$ cat config.mk
export PLATFORM = sky130hd
export DESIGN_NAME = serial_port_core
export DESIGN_NICKNAME = d
export VERILOG_FILES = /design/src/include/serial_port_pkg.sv /design/src/hdl/serial_port_core.sv
export SDC_FILE = /design/constraint.sdc
export NUM_CORES = 1
export LEC_CHECK = 0
export BUFFER_PORTS_ARGS = -buffer_cell sky130_fd_sc_hd__buf_2
export CORE_MARGIN = 3
export CORE_UTILIZATION = 55
export DETAILED_ROUTE_END_ITERATION = 6
export PLACE_DENSITY = 0.73
export SLEW_MARGIN = 20
export SYNTH_ARGS = -nofsm -noshare
export SYNTH_HDL_FRONTEND = slang
export SYNTH_SLANG_ARGS = --single-unit
$ cat constraint.sdc
create_clock -name CLOCK -period 5.25 [get_ports CLOCK]
set_input_delay 0.2625 -clock CLOCK [delete_from_list [all_inputs] [get_ports CLOCK]]
set_output_delay 0.2625 -clock CLOCK [all_outputs]
set_load 0.01 [all_outputs]
$ cat src/include/serial_port_pkg.sv
// constants, types and register map of the serial port core
// assumes one 200 MHz clock and a simple strobe register port
package serial_port_pkg;

  ////////////////////////////////////////////////////////////////////////////
  // register map, word index on the register port
  localparam logic [2:0] CTRL_OFFSET = 3'h0;
  localparam logic [2:0] DATA_OFFSET = 3'h1;
  localparam logic [2:0] BAUD_OFFSET = 3'h2;
  localparam logic [2:0] INT_STATUS_OFFSET = 3'h3;
  localparam logic [2:0] INT_ENABLE_OFFSET = 3'h4;
  localparam logic [2:0] INT_CLEAR_OFFSET = 3'h5;
  localparam logic [2:0] PORT_LATCH_OFFSET = 3'h6;
  localparam logic [2:0] BUSY_OFFSET = 3'h7;

  // interrupt status bit positions
  localparam int INT_RX_BIT = 0;
  localparam int INT_TX_BIT = 1;

  // reset values
  localparam logic [7:0] CTRL_RESET = 8'h00;
  localparam logic [7:0] BAUD_RESET = 8'h00;
  localparam logic [1:0] INT_ENABLE_RESET = 2'h0;
  localparam logic [1:0] PORT_LATCH_RESET = 2'h3;

  ////////////////////////////////////////////////////////////////////////////
  // timing: prescaler ticks are half shift clocks in mode 0, 1/16 bit otherwise
  localparam int MODE0_DIVIDE = 12;
  localparam int MODE2_DIVIDE = 64;
  localparam int OVERSAMPLE = 16;
  localparam logic [7:0] MODE0_RELOAD = 8'(MODE0_DIVIDE / 2 - 1);
  localparam logic [7:0] MODE2_RELOAD = 8'(MODE2_DIVIDE / OVERSAMPLE - 1);
  localparam logic [3:0] SAMPLE_POINT = 4'h7;
  localparam logic [3:0] LAST_SUB = 4'hf;

  // frame lengths in bits, and bit counter values at which transmit done is set
  localparam logic [3:0] MODE0_BITS = 4'h8;
  localparam logic [3:0] TX_BITS_EIGHT = 4'ha;
  localparam logic [3:0] TX_BITS_NINE = 4'hb;
  localparam logic [3:0] RX_SAMPLES = 4'ha;
  localparam logic [3:0] SYNC_LAST_BIT = 4'h1;
  localparam logic [3:0] ASYNC_LAST_DATA = 4'h2;

  ////////////////////////////////////////////////////////////////////////////
  typedef enum logic [1:0] {
    MODE_SHIFT = 2'b00,
    MODE_UART8 = 2'b01,
    MODE_UART9_FIXED = 2'b10,
    MODE_UART9_VAR = 2'b11
  } mode_type;

  typedef enum logic {
    TX_IDLE = 1'b0,
    TX_RUN = 1'b1
  } tx_state_type;

  typedef enum logic [1:0] {
    RX_IDLE = 2'b00,
    RX_ASYNC = 2'b01,
    RX_SYNC = 2'b10
  } rx_state_type;

  // control register layout, bit 7 down to bit 0
  typedef struct packed {
    mode_type mode;
    logic filter;
    logic rx_enable;
    logic tx_ninth;
    logic rx_ninth;
    logic tx_done;
    logic rx_done;
  } ctrl_type;

  typedef struct packed {
    logic [2:0] addr;
    logic [7:0] wdata;
    logic wr;
    logic rd;
  } bus_req_type;

endpackage

$ cat src/hdl/serial_port_core.sv
// serial port core: mode 0 shift register and three uart modes
// assumes a register master on CLOCK and asynchronous serial pins
`timescale 1ns/1ps
`default_nettype none
module serial_port_core
  import serial_port_pkg::*;
(
  input wire logic CLOCK,
  input wire logic RESET_N,
  input wire bus_req_type BUS,
  output logic [7:0] RDATA,
  input wire logic RX_IN,
  output logic RX_OUT,
  output logic RX_OE,
  output logic TX_OUT,
  output logic IRQ
);

  ////////////////////////////////////////////////////////////////////////////
  // reset release
  logic rst_meta_reg;
  logic rst_n_reg;

  always_ff @(posedge CLOCK or negedge RESET_N)
  begin
    if (!RESET_N)
    begin
      rst_meta_reg <= 1'b0;
      rst_n_reg <= 1'b0;
    end
    else
    begin
      rst_meta_reg <= 1'b1;
      rst_n_reg <= rst_meta_reg;
    end
  end

  ////////////////////////////////////////////////////////////////////////////
  // declarations
  ctrl_type ctrl_reg;
  logic [7:0] baud_reg;
  logic [7:0] rx_hold_reg;
  logic [1:0] int_status_reg;
  logic [1:0] int_enable_reg;
  logic [1:0] port_latch_reg;
  logic [7:0] rdata_reg;
  logic m0_arm_reg;
  logic [7:0] presc_reg;
  tx_state_type tx_state_reg;
  logic [10:0] tx_shift_reg;
  logic [3:0] tx_bits_reg;
  logic [3:0] tx_sub_reg;
  rx_state_type rx_state_reg;
  logic [8:0] rx_shift_reg;
  logic [3:0] rx_bits_reg;
  logic [3:0] rx_sub_reg;
  logic rx_meta_reg;
  logic rx_sync_reg;
  logic rx_prev_reg;
  logic tx_pin_reg;
  logic rx_out_reg;
  logic rx_oe_reg;
  mode_type mode;
  logic sync_mode;
  logic wr_ctrl;
  logic wr_data;
  logic tick;
  logic tx_bit_end;
  logic tx_fin;
  logic rx_line;
  logic rx_fall;
  logic rx_async_start;
  logic rx_sample;
  logic rx_abort;
  logic rx_fin;
  logic rx_pass;
  logic rx_load;
  logic [7:0] rx_data;
  logic [7:0] read_mux;

  assign mode = ctrl_reg.mode;
  assign sync_mode = (mode == MODE_SHIFT);
  assign wr_ctrl = BUS.wr && (BUS.addr == CTRL_OFFSET);
  assign wr_data = BUS.wr && (BUS.addr == DATA_OFFSET);

  ////////////////////////////////////////////////////////////////////////////
  // control register; hardware sets win over a software write in the same cycle
  always_ff @(posedge CLOCK or negedge rst_n_reg)
  begin
    if (!rst_n_reg)
      ctrl_reg <= ctrl_type'(CTRL_RESET);
    else
    begin
      if (wr_ctrl)
        ctrl_reg <= ctrl_type'(BUS.wdata);
      if (tx_fin)
        ctrl_reg.tx_done <= 1'b1;
      if (rx_load)
      begin
        ctrl_reg.rx_done <= 1'b1;
        ctrl_reg.rx_ninth <= rx_line;
      end
    end
  end

  // mode 0 reception is armed only by a 0 to 1 edge of the enable bit
  // the arm is spent on the edge that leaves idle, so one byte per arm
  always_ff @(posedge CLOCK or negedge rst_n_reg)
  begin
    if (!rst_n_reg)
      m0_arm_reg <= 1'b0;
    else if (wr_ctrl && BUS.wdata[4] && !ctrl_reg.rx_enable)
      m0_arm_reg <= (BUS.wdata[7:6] == MODE_SHIFT);
    else if (rx_state_reg == RX_IDLE || !sync_mode)
      m0_arm_reg <= 1'b0;
  end

  always_ff @(posedge CLOCK or negedge rst_n_reg)
  begin
    if (!rst_n_reg)
    begin
      baud_reg <= BAUD_RESET;
      int_enable_reg <= INT_ENABLE_RESET;
      port_latch_reg <= PORT_LATCH_RESET;
    end
    else if (BUS.wr)
    begin
      if (BUS.addr == BAUD_OFFSET)
        baud_reg <= BUS.wdata;
      if (BUS.addr == INT_ENABLE_OFFSET)
        int_enable_reg <= BUS.wdata[1:0];
      if (BUS.addr == PORT_LATCH_OFFSET)
        port_latch_reg <= BUS.wdata[1:0];
    end
  end

  // sticky events, cleared by writing ones; an event in the clear cycle stays
  always_ff @(posedge CLOCK or negedge rst_n_reg)
  begin
    if (!rst_n_reg)
      int_status_reg <= 2'h0;
    else
    begin
      if (BUS.wr && BUS.addr == INT_CLEAR_OFFSET)
        int_status_reg <= int_status_reg & ~BUS.wdata[1:0];
      if (rx_load)
        int_status_reg[INT_RX_BIT] <= 1'b1;
      if (tx_fin)
        int_status_reg[INT_TX_BIT] <= 1'b1;
    end
  end

  assign IRQ = |(int_status_reg & int_enable_reg);

  ////////////////////////////////////////////////////////////////////////////
  // read port: data in the cycle after the strobe, zero otherwise
  always_comb
  begin
    unique case (BUS.addr)
      CTRL_OFFSET: read_mux = ctrl_reg;
      DATA_OFFSET: read_mux = rx_hold_reg;
      BAUD_OFFSET: read_mux = baud_reg;
      INT_STATUS_OFFSET: read_mux = {6'h00, int_status_reg};
      INT_ENABLE_OFFSET: read_mux = {6'h00, int_enable_reg};
      INT_CLEAR_OFFSET: read_mux = 8'h00;
      PORT_LATCH_OFFSET: read_mux = {6'h00, port_latch_reg};
      BUSY_OFFSET: read_mux = {6'h00, rx_state_reg != RX_IDLE, tx_state_reg == TX_RUN};
    endcase
  end

  always_ff @(posedge CLOCK or negedge rst_n_reg)
  begin
    if (!rst_n_reg)
      rdata_reg <= 8'h00;
    else
      rdata_reg <= BUS.rd ? read_mux : 8'h00;
  end

  assign RDATA = rdata_reg;

  ////////////////////////////////////////////////////////////////////////////
  // shared prescaler; free running, so the first bit may be short by one tick
  always_ff @(posedge CLOCK or negedge rst_n_reg)
  begin
    if (!rst_n_reg)
      presc_reg <= 8'h00;
    else if (presc_reg != 8'h00)
      presc_reg <= presc_reg - 8'h01;
    else if (sync_mode)
      presc_reg <= MODE0_RELOAD;
    else if (mode == MODE_UART9_FIXED)
      presc_reg <= MODE2_RELOAD;
    else
      presc_reg <= baud_reg;
  end

  assign tick = (presc_reg == 8'h00);

  ////////////////////////////////////////////////////////////////////////////
  // transmitter; a write while busy restarts with the new byte
  assign tx_bit_end = (tx_state_reg == TX_RUN) && tick &&
    (sync_mode ? tx_sub_reg[0] : tx_sub_reg == LAST_SUB);
  assign tx_fin = tx_bit_end &&
    (tx_bits_reg == (sync_mode ? SYNC_LAST_BIT : ASYNC_LAST_DATA));

  always_ff @(posedge CLOCK or negedge rst_n_reg)
  begin
    if (!rst_n_reg)
    begin
      tx_state_reg <= TX_IDLE;
      tx_shift_reg <= 11'h7ff;
      tx_bits_reg <= 4'h0;
      tx_sub_reg <= 4'h0;
    end
    else if (wr_data)
    begin
      tx_state_reg <= TX_RUN;
      tx_sub_reg <= 4'h0;
      unique case (mode)
        MODE_SHIFT:
        begin
          tx_shift_reg <= {3'h7, BUS.wdata};
          tx_bits_reg <= MODE0_BITS;
        end
        MODE_UART8:
        begin
          tx_shift_reg <= {2'h3, BUS.wdata, 1'b0};
          tx_bits_reg <= TX_BITS_EIGHT;
        end
        MODE_UART9_FIXED, MODE_UART9_VAR:
        begin
          tx_shift_reg <= {1'b1, ctrl_reg.tx_ninth, BUS.wdata, 1'b0};
          tx_bits_reg <= TX_BITS_NINE;
        end
      endcase
    end
    else if (tx_state_reg == TX_RUN && tick)
    begin
      tx_sub_reg <= tx_sub_reg + 4'h1;
      if (tx_bit_end)
      begin
        tx_shift_reg <= {1'b1, tx_shift_reg[10:1]};
        tx_bits_reg <= tx_bits_reg - 4'h1;
        if (tx_bits_reg == 4'h1)
          tx_state_reg <= TX_IDLE;
      end
    end
  end

  ////////////////////////////////////////////////////////////////////////////
  // receiver; the pin reads low while its latch bit is zero
  always_ff @(posedge CLOCK or negedge rst_n_reg)
  begin
    if (!rst_n_reg)
    begin
      rx_meta_reg <= 1'b1;
      rx_sync_reg <= 1'b1;
      rx_prev_reg <= 1'b1;
    end
    else
    begin
      rx_meta_reg <= RX_IN;
      rx_sync_reg <= rx_meta_reg;
      rx_prev_reg <= rx_line;
    end
  end

  assign rx_line = rx_sync_reg && port_latch_reg[0];
  assign rx_fall = rx_prev_reg && !rx_line;
  // start does not look at the transmitter nor at a byte still held
  assign rx_async_start = (rx_state_reg == RX_IDLE) && !sync_mode &&
    ctrl_reg.rx_enable && rx_fall;
  assign rx_sample = tick && ((rx_state_reg == RX_ASYNC) ? rx_sub_reg == SAMPLE_POINT :
    (rx_state_reg == RX_SYNC) && !rx_sub_reg[0]);
  assign rx_abort = (rx_state_reg == RX_ASYNC) && (rx_bits_reg == RX_SAMPLES) && rx_line;
  assign rx_fin = rx_sample && !rx_abort && (rx_bits_reg == 4'h1);
  assign rx_data = (rx_state_reg == RX_SYNC) ? {rx_line, rx_shift_reg[8:2]} :
    rx_shift_reg[8:1];
  assign rx_pass = (rx_state_reg == RX_SYNC) || !ctrl_reg.filter || rx_line;
  assign rx_load = rx_fin && !ctrl_reg.rx_done && rx_pass;

  always_ff @(posedge CLOCK or negedge rst_n_reg)
  begin
    if (!rst_n_reg)
    begin
      rx_state_reg <= RX_IDLE;
      rx_shift_reg <= 9'h000;
      rx_bits_reg <= 4'h0;
      rx_sub_reg <= 4'h0;
    end
    else
    begin
      unique case (rx_state_reg)
        RX_IDLE:
        begin
          rx_sub_reg <= 4'h0;
          if (rx_async_start)
          begin
            rx_state_reg <= RX_ASYNC;
            rx_bits_reg <= RX_SAMPLES;
          end
          else if (sync_mode && m0_arm_reg)
          begin
            rx_state_reg <= RX_SYNC;
            rx_bits_reg <= MODE0_BITS;
          end
        end
        RX_ASYNC, RX_SYNC:
        begin
          if (tick)
            rx_sub_reg <= rx_sub_reg + 4'h1;
          if (rx_abort && rx_sample)
            rx_state_reg <= RX_IDLE;
          else if (rx_sample)
          begin
            rx_shift_reg <= {rx_line, rx_shift_reg[8:1]};
            rx_bits_reg <= rx_bits_reg - 4'h1;
            if (rx_bits_reg == 4'h1 && rx_state_reg == RX_ASYNC)
              rx_state_reg <= RX_IDLE;
          end
          else if (tick && rx_sub_reg[0] && rx_bits_reg == 4'h0)
            rx_state_reg <= RX_IDLE;
        end
        default:
          rx_state_reg <= RX_IDLE;
      endcase
    end
  end

  always_ff @(posedge CLOCK or negedge rst_n_reg)
  begin
    if (!rst_n_reg)
      rx_hold_reg <= 8'h00;
    else if (rx_load)
      rx_hold_reg <= rx_data;
  end

  ////////////////////////////////////////////////////////////////////////////
  // pins; in mode 0 the transmit pin carries the shift clock, low half first
  always_ff @(posedge CLOCK or negedge rst_n_reg)
  begin
    if (!rst_n_reg)
    begin
      tx_pin_reg <= 1'b1;
      rx_out_reg <= 1'b1;
      rx_oe_reg <= 1'b0;
    end
    else
    begin
      if (sync_mode && tx_state_reg == TX_RUN)
        tx_pin_reg <= port_latch_reg[1] && tx_sub_reg[0];
      else if (rx_state_reg == RX_SYNC)
        tx_pin_reg <= port_latch_reg[1] && rx_sub_reg[0];
      else
        tx_pin_reg <= port_latch_reg[1] && tx_shift_reg[0];
      rx_out_reg <= tx_shift_reg[0];
      rx_oe_reg <= sync_mode && (tx_state_reg == TX_RUN) && port_latch_reg[0];
    end
  end

  assign TX_OUT = tx_pin_reg;
  assign RX_OUT = rx_out_reg;
  assign RX_OE = rx_oe_reg;
endmodule
`default_nettype wire

== Yosys cells after proc, flatten, opt, wreduce, memory -nomap -nowiden ==
Index checks and enable logic that the tools add are counted.
Word-level totals
  flip-flop bits (word level): 94
  input bits: 16
  output and inout port bits: 12
  logic and storage cells: 183
Operators by class
  add/subtract/negate cells: 5
  equal/unequal tests: 24
  multiplexer cells: 48
  bitwise operators: 4
  reduce and logical (&&, ||, !) cells: 70
Operators by type and width (number)
  one-hot mux 8 bit (8 select lines): 1
  two-way mux 4 bit: 10
  two-way mux 8 bit: 5
  two-way mux 11 bit: 3
  one-hot mux 11 bit (3 select lines): 1
  logical AND 1 bit: 31
  nonzero test 2 bit: 10
  two-way mux 2 bit: 8
  one-hot mux 4 bit (2 select lines): 2
  two-way mux 1 bit: 15
  == test 3 bit, second input constant: 4
  one-hot mux 4 bit (3 select lines): 1
  AND reduction 2 bit: 5
  AND reduction 3 bit: 3
  adder 4 x 1 -> 4 bit, second input constant: 2
  == test 4 x 1 -> 1 bit, second input constant: 2
  == test 4 bit, second input constant: 2
  logical NOT 8 bit: 1
  != test 4 bit, second input constant: 2
  nonzero test 8 bit: 1
  subtractor 4 x 1 -> 4 bit, second input constant: 2
  subtractor 8 x 1 -> 8 bit, second input constant: 1
  logical NOT 1 bit: 7
  == test 2 bit, second input constant: 3
  other kinds (18): 29

== Logic depth before layout (Yosys ltp) ==
Gate-level depths: netlist (run 1).
  depth after elaboration: 9
  mapped depth: 8
  mapped depth without buffers: 7

== Least setup slack after synthesis (run 1) ==
No wires, ideal clock.
  path type: register -> register
  start: register rx_state_reg[0]
  end: register rx_hold_reg[0]
  setup time: 125 ps
  data arrival time: 2072 ps
  required time: 5125 ps
  setup slack: 3053 ps
  cell stages (with the launch flop): 8
  path buffers: 0
  period minus slack after synthesis: 2197 ps
  cells stage by stage: dfrtp_1 > inv_1 > ha_1 > or3b_1 > a22o_4 > nor4_4 > o21ai_4 > mux2_4
Between the ends
  cells in the longest elaborated chain, start to end: 8
  elaborated cells between the ends (all ways): 15
  those cells by class: eq/ne: 2; mux: 2; reduce/logical: 11
Ends and longest elaborated chain
  from (decl): RTL line serial_port_core.sv:53  | rx_state_type rx_state_reg;
  from (signal assigned): RTL line serial_port_core.sv:286  | rx_state_reg <= RX_IDLE;
  from (signal assigned): RTL line serial_port_core.sv:299  | rx_state_reg <= RX_ASYNC;
  from (signal assigned): RTL line serial_port_core.sv:304  | rx_state_reg <= RX_SYNC;
  == test 2 bit / == test 2 x 1 -> 1 bit (equally long branches)
  logical AND 1 bit, on equally long branches: RTL line serial_port_core.sv:274, serial_port_core.sv:275
  two-way mux 1 bit / logical AND 1 bit (equally long branches): RTL line serial_port_core.sv:273, serial_port_core.sv:275
  logical AND 1 bit / logical NOT 1 bit (equally long branches): RTL line serial_port_core.sv:273, serial_port_core.sv:276
  logical AND 1 bit (2 in a row): RTL line serial_port_core.sv:276  | assign rx_fin = rx_sample && !rx_abort && (rx_bits_reg == 4'h1);
  logical AND 1 bit (2 in a row): RTL line serial_port_core.sv:280  | assign rx_load = rx_fin && !ctrl_reg.rx_done && rx_pass;
  to (signal assigned): RTL line serial_port_core.sv:335  | rx_hold_reg <= rx_data;
  to (decl): RTL line serial_port_core.sv:42  | logic [7:0] rx_hold_reg;
Several ways; a longest one is shown, not always the timed one.
A chain may end at the register's enable or synchronous reset.

== Final worst setup path (run 1) ==
  start: register rx_state_reg[0]
  end: register rx_bits_reg[0]
Between the ends
  cells in the longest elaborated chain, start to end: 7
  elaborated cells between the ends (all ways): 20
  those cells by class: eq/ne: 5; mux: 3; reduce/logical: 12
Ends and longest elaborated chain
  == test 2 bit: RTL line serial_port_core.sv:274, serial_port_core.sv:293
  logical AND 1 bit: RTL line serial_port_core.sv:274  | (rx_state_reg == RX_SYNC) && !rx_sub_reg[0]);
  two-way mux 1 bit: RTL line serial_port_core.sv:273  | assign rx_sample = tick && ((rx_state_reg == RX_ASYNC) ? rx_sub_reg == SAMPLE_POINT :
  logical AND 1 bit: RTL line serial_port_core.sv:273
  logical AND 1 bit: RTL line serial_port_core.sv:312  | if (rx_abort && rx_sample)
  != test 2 bit (no source line)
  AND reduction 4 bit (no source line)
  to (signal assigned): RTL line serial_port_core.sv:317  | rx_bits_reg <= rx_bits_reg - 4'h1;
  to (decl): RTL line serial_port_core.sv:55  | logic [3:0] rx_bits_reg;
Several ways; a longest one is shown, not always the timed one.

==> results of run 1 <==
[layer usage]
metal / vias to the layer above / track usage [%] / wire length, um
met2: 78 / 33.4 / 4660
li1: 1589 / - / -
met3: 12 / 4.50 / 528
met5: - / 0 / 0
met1: 1614 / 29.8 / 4410
met4: 0 / 5.88 / 123
[cell type report]
cell class              count  area share [%]
clock buffers               9            2.44
clock inverters             7            1.03
inverters                  21            1.55
multi-input cells         306            43.0
well taps                 102            2.51
flip-flops and latches     92            45.8
repair buffers             33            3.65
[power groups by stage]
stage / logic, mW / registers, mW / clock network [mW]
after floorplan: 0.405 / 0.955 / 0
after global placement: 0.509 / 0.980 / 0
after detailed placement: 0.526 / 0.987 / 0
after CTS: 0.532 / 0.973 / 0.443
after global routing: 0.595 / 0.992 / 0.473
final: 0.533 / 0.972 / 0.436
[through the flow]
stage	utilization (%)	cell area, um^2	setup slack (ns)	hold slack [ns]	std cells
after floorplan	-	4670	2.53	-0.0331	439
after detailed placement	61.3	4880	2.11	0.0495	552
after global placement	61.3	4880	2.30	0.0462	552
final	63.8	5080	2.11	0.153	570
after CTS	63.8	5080	2.07	0.146	570
after global routing	63.8	5080	1.92	0.151	570
[logic make-up after synthesis]
| group | Yosys count |
|---|---|
| buffers and inverters | 41 |
| DFF | 92 |
| xor gates and xnor gates | 10 |
| and+or+nand+nor | 138 |
| muxes | 53 |
| adders and majority gates | 14 |
| other | 1 |
| AOI/OAI and AO/OA | 90 |
[synth_stat cells, drive strengths merged, types with 2 or more instances]
cell     n
dfrtp   75
nand2   47
mux2    43
nor2    34
o21ai   32
inv     21
a21oi   17
dfstp   17
nand3   15
clkbuf  14
ha      14
a31oi   10
mux2i    9
buf      6
nand2b   6
nor2b    6
nor3     6
o22ai    6
xnor2    6
nor3b    5
nor4     4
xor2     4
a211oi   3
a22o     3
nand4b   3
a211o    2
a21o     2
a22oi    2
and2     2
nand4    2
o211ai   2
o21a     2
or3      2
[worst max-delay path, delay by kind of cell (launching register included)]
| family | cells | cell delay (ns) |
|---|---|---|
| compound gates | 3 | 0.80 |
| buf+inv | 1 | 0.10 |
| simple gates | 2 | 1.23 |
| fa+ha+maj | 1 | 0.47 |
| flops | 1 | 0.43 |
[how the worst max path moves through the flow]
stage / startpoint / endpoint / slack [ns] / depth (start not counted)
2_1_floorplan: rst_n_reg / RDATA[0] / 2.53 / 0
6_report: rx_state_reg[0] / rx_bits_reg[0] / 2.11 / 7
5_1_grt: rx_state_reg[0] / rx_bits_reg[0] / 1.92 / 7
3_3_place_gp: rx_state_reg[0] / rx_bits_reg[0] / 2.30 / 7
4_1_cts: rx_state_reg[0] / rx_bits_reg[0] / 2.07 / 7
3_5_place_dp: rx_state_reg[0] / rx_bits_reg[0] / 2.11 / 7
[what timing repair did]
item                      4_1_cts  5_1_grt
hold endpoints to repair        3        0
gates resized for setup         0        0
hold buffers                    2        0
==> results by group, run 1 <==
Status
  – Status: complete, no violations

GRT
  – Grt total ovfl: 0
  – Largest net degree at the start of global routing: 61
  – Vias in the first global route: ~3300
  – First-pass GRT wire length: 16.5 mm
  – Total GRT Usage: 21.1%
  – Initial antenna violation count: 0

Synth
  – XOR/XNOR Fraction of Synth Area: 1.88%
  – Post-synth ARST share: 100%
  – Post-synth EDFFs: 0
  – Mapped cell area: 0.00467 mm^2
  – Flops & latches, synth: 92
  – Synth warn: 0
  – Distinct cells, synth: 61
  – Synthesized area per cell: 10.6 um^2
  – Sequential share of the synthesized area: 49.7%
  – Adder-Cell Fraction of Synth Area: 3.75%
  – Post-synthesis compound-gate area fraction: 12.5%
  – Mux cell area share after synthesis: 13.4%
  – Cell count after synthesis: 439
  – Largest family of logic cells by synthesized area: simple AND/OR/NAND/NOR gates
  – Mapped Nets: 469
  – Post-Synth Simple-Gate Area: 15.1%
  – Synth top area share: 40.2%
  – Predominant post-synthesis flop cell: dfrtp_1
  – Cell accounting for the most synthesized area: dfrtp_1
  – Area contributors post-synth: dfrtp_1 (40%), dfstp_2 (9.6%), mux2_2 (8.4%)

Finish
  – Storage element area: ~0.0023 mm^2
  – N_diodes: 0
  – Number of flip-flops in the largest register: 10
  – Final #Nets: 493
  – Area growth from synthesis to layout: 8.76%
  – Leading cell type in the layout, fill and taps excluded: dfrtp_1
  – Layout cells sized above 1: 25.9%
  – Most frequent cells in the layout: dfrtp_1 (74), nand2_1 (46), mux2_2 (35)
  – FILL cells: 646
  – Multi-input gate area: 0.00218 mm^2

STA
  – Setup Viol. Count Final: 0
  – Fin. Hold Viols: 0
  – Max Fclk: 0.319 GHz
  – Final slew viol count: 0
  – Final TNS setup: 0 ns
  – Max_slew headroom: 32.3%
  – Final Skew: 0.00450 ns
  – Period utilization: 59.8%
  – RSZ-0062 raised after global routing: false
  – Min Tclk post-route: 3.14 ns
  – Worst slew pin tran: just over 1 ns

Power
  – Part of the power in registers: 50.1%
  – Peak VDD IR: 0.191 mV
  – Cell Int Power: 1.26 mW
  – Net Sw Frac: 35.2%
  – Combinational share of power: approximately 28%
  – Net Sw Power: 684 uW
  – Tot Pwr: approximately 1.9 mW
  – Clock share of power: between 20 and 25%
  – P_leak: 2.33 nW
  – Pwr dens: 382 mW/mm^2

Setup path
  – Crit Path Max Fanout: 15
  – Worst Reg2Reg Path Length in Cells: 7
  – CP Data Arrival Time: 3.39 ns
  – Worst path slowest cell: nor2_1
  – Crit-path max cell delay: 0.78 ns
  – R2R setup slack: 2.11 ns
  – Critical R2R Capture: rx_bits_reg[0]
  – Startpoint types: flop
  – Worst EP required: between 5 and 6 ns
  – Crit path kind: flop to flop
  – Critical Path End Type: flop
  – Ordered cell list for the critical path: inv_1 -> ha_1 -> or3b_1 -> a22o_4 -> nor2_1 -> o21ai_0 -> a211o_1
  – Worst r2r src: rx_state_reg[0]

Floorplan
  – Die height: 98.2 um
  – Row count: 32
  – Die X-Extent: 98.2 um
  – Core box area: 0.00797 mm^2
  – Initial Util: around 59%
  – Top Ports: 28
  – Die footprint: about 0.0096 mm^2

Min path
  – Hold/Removal Path Class: input pin to flop
  – Worst min-delay path startpoint: BUS[5]
  – Min-Delay Endpoint: tx_shift_reg[4]
  – WHS Path Cells: 3

Clock tree
  – Clk root buf: clkbuf_8
  – Skew-Pair Late Insertion Delay: about 0.36 ns
  – Post-CTS Repair Setup Buffers: 0
  – Clk slew on worst S/H paths: 0.09 ns
  – H-tree depth: 3
  – CTS Buf Count: 9
  – CTS tree: yes
  – # clock sinks: 92
  – Clock Tree Buf Depth: 2

Job
  – Max Cap Viol: 0

Detailed routing
  – WL final: between 9 and 10 mm
  – Post-route ant nets: 0
  – Drc violations: 0
  – Drt first-iter violations: 169
  – Drt wl/cell: between 15 and 20 um
  – Drt first pass iters: 4
  – Via count: 3293
  – Vias per inst: 5.78

Placement
  – Port bufs: 27
  – GP Congestion: 0.846
  – DP HPWL: about 6.9 mm
No activity file was read; power rests on OpenSTA's default activity.
==> inputs of run 2 (changes only) <==
PLACE_DENSITY = 0.76   (was 0.73)
clock period = 2.7 ns   (was 5.25 ns; I/O delays follow)
==> run 2 against run 1 <==
  * Sequential share of layout area down 0.79 points
  * Power rose by 100%
  * Critical endpoint is now rx_hold_reg[6]
  * Routed wire length increased by 1.9%
  * Largest cell class unchanged
==> results by group, run 2 (synthesis gave the netlist of run 1 again) <==
Status
  – Status: complete, no violations (unchanged)

Detailed routing
  – Vias per inst: 5.88 (was 5.78)
  – Wire length on met1: 4.50 mm (was 4.41 mm)
  – Drt first pass iters: 4 (unchanged)
  – WL final: 9.91 mm (was 9.73 mm)
  – Met3 wire len: 432 um (was 528 um)
  – Drt first-iter violations: 246 (was 169)
  – Post-route ant nets: 0 (unchanged)
  – Drt wl/cell: 17.2 um (was 17.1 um)
  – Top Layer Used: met4 (unchanged)
  – Wire length on met2: 4.80 mm (was 4.66 mm)
  – Via count: 3381 (was 3293)
  – Drc violations: 0 (unchanged)

STA
  – Setup Viol. Count Final: 0 (unchanged)
  – Final TNS setup: 0 ns (unchanged)
  – Worst slew pin tran: 0.898 ns (was 1.01 ns)
  – Final slew viol count: 0 (unchanged)
  – Max Fclk: 0.404 GHz (was 0.319 GHz)
  – Final worst slack: 0.222 ns (was 2.11 ns)
  – RSZ-0062 raised after global routing: false (unchanged)
  – Fin. Hold Viols: 0 (unchanged)
  – Final Skew: 0.0119 ns (was 0.00450 ns)
  – Max_slew headroom: 40.1% (was 32.3%)
  – Period utilization: 91.8% (was 59.8%)
  – Min Tclk post-route: 2.48 ns (was 3.14 ns)
  – WHS: 0.0310 ns (was 0.153 ns)

GRT
  – Vias in the first global route: 3380 (was 3347)
  – Initial antenna violation count: 0 (unchanged)
  – First-pass GRT wire length: 16.8 mm (was 16.5 mm)
  – Total GRT Usage: 21.6% (was 21.1%)
  – Largest net degree at the start of global routing: 91 (was 61)
  – Grt total ovfl: 0 (unchanged)

Setup path
  – R2R setup slack: 0.22 ns (was 2.11 ns)
  – Critical Path End Type: flop (unchanged)
  – Worst Path Buf+Inv: 1 (unchanged)
  – Worst path slowest cell: nor4_4 (was nor2_1)
  – Startpoint types: flop (unchanged)
  – Ordered cell list for the critical path: inv_1 -> ha_1 -> nor3b_2 -> nand2_2 -> nor4_4 -> o21ai_4 -> mux2_4 (was inv_1 -> ha_1 -> or3b_1 -> a22o_4 -> nor2_1 -> o21ai_0 -> a211o_1)
  – Worst EP required: 2.95 ns (was 5.50 ns)
  – CP Data Arrival Time: 2.72 ns (was 3.39 ns)
  – Crit-path max cell delay: 0.43 ns (was 0.78 ns)
  – Crit path max-delay family: simple AND/OR/NAND/NOR gates (unchanged)
  – Crit Path Max Fanout: 14 (was 15)
  – Crit path kind: flop to flop (unchanged)

Power
  – Pwr dens: 768 mW/mm^2 (was 382 mW/mm^2)
  – Tot Pwr: 3.97 mW (was 1.94 mW)
  – Peak VDD IR: 0.345 mV (was 0.191 mV)
  – P_leak: 2.38 nW (was 2.33 nW)

Clock tree
  – # clock sinks: 92 (unchanged)
  – CTS tree: yes (unchanged)
  – Clk root buf: clkbuf_8 (unchanged)
  – CTS Buf Count: 9 (unchanged)
  – Skew-Pair Late Insertion Delay: 0.36 ns (about the same)
  – Clk slew on worst S/H paths: 0.09 ns (about the same)
  – H-tree depth: 3 (unchanged)
  – Post_cts resized: 0 (unchanged)
  – Clock Tree Buf Depth: 2 (unchanged)
  – Post-CTS Repair Setup Buffers: 0 (unchanged)
  – Number of hold buffers added after cts: 2 (unchanged)

Finish
  – Storage element area: 0.00233 mm^2 (unchanged)
  – FILL cells: 633 (was 646)
  – Area growth from synthesis to layout: 10.7% (was 8.76%)
  – Leading cell type in the layout, fill and taps excluded: dfrtp_1 (unchanged)
  – Number of flip-flops in the largest register: 10 (unchanged)
  – Layout cells sized above 1: 26.4% (was 25.9%)
  – Most frequent cells in the layout: dfrtp_1 (74), nand2_1 (46), mux2_2 (35) (unchanged)
  – N_diodes: 0 (unchanged)
  – Non-Filler Instances: 575 (was 570)
  – Multi-input gate area: 0.00218 mm^2 (unchanged)
  – Final #Nets: 498 (was 493)

Floorplan
  – Die height: 98.2 um (unchanged)
  – Core box area: 0.00797 mm^2 (unchanged)
  – Die footprint: 0.00963 mm^2 (unchanged)
  – Top Ports: 28 (unchanged)
  – Die X-Extent: 98.2 um (unchanged)
  – Initial Util: 58.6% (unchanged)
  – Row count: 32 (unchanged)

Job
  – Max Cap Viol: 0 (unchanged)

Placement
  – DP HPWL: 6.90 mm (was 6.93 mm)
  – GP Congestion: 0.862 (was 0.846)
  – Port bufs: 27 (unchanged)
  – Setup WS pre-CTS: 0.248 ns (was 2.11 ns)
  – Placed Cells: 557 (was 552)

Min path
  – Hold/Removal Path Class: input pin to flop (unchanged)
==> run 2: worst paths after layout <==
check / start / cells past startpoint / end
max: presc_reg[0] / 7 / rx_hold_reg[6]
min: BUS[4] / 3 / tx_shift_reg[3]
max reg2reg: presc_reg[0] / 7 / rx_hold_reg[6]
min reg2reg: rst_n_reg / 1 / int_enable_reg[0]
max in group asynchronous: rst_n_reg / 1 / rx_sync_reg
min in group asynchronous: RESET_N / 2 / rst_n_reg
==> run 2: layout make-up <==
type | instances | share of cell area, %
Sequential cell | 92 | 45.0
Clock inverter | 6 | 1.69
Multi-Input combinational cell | 306 | 42.3
Tap cell | 102 | 2.47
Inverter | 21 | 1.53
Timing Repair Buffer | 38 | 4.55
Clock buffer | 10 | 2.47
==> run 2: per-stage QoR <==
step           utilization (%)  instance area, um^2
2_1_floorplan                -                 4670
3_3_place_gp              61.9                 4930
3_5_place_dp              61.9                 4930
4_1_cts                   64.9                 5170
5_1_grt                   64.9                 5170
6_report                  64.9                 5170
==> run 2: layer usage <==
metal | vias to the layer above | track usage (%)
li1 | 1601 | -
met1 | 1683 | 29.6
met2 | 81 | 35.2
met3 | 16 | 4.07
met4 | 0 | 6.83
met5 | - | 0
==> run 2: power by group <==
| group | total (mW) | switching, mW | internal [mW] |
|---|---|---|---|
| Clock | 1.01 | 0.488 | 0.524 |
| Sequential | 1.89 | 0.232 | 1.66 |
| Combinational | 1.07 | 0.609 | 0.461 |
| Total | 3.97 | 1.33 | 2.64 |
==> run 2: worst reg2reg max path, cell delays in order, from the launching register on <==
cell,delay [ns]
dfrtp_1,0.41
inv_1,0.11
ha_1,0.16
nor3b_2,0.38
nand2_2,0.30
nor4_4,0.44
o21ai_4,0.22
mux2_4,0.34
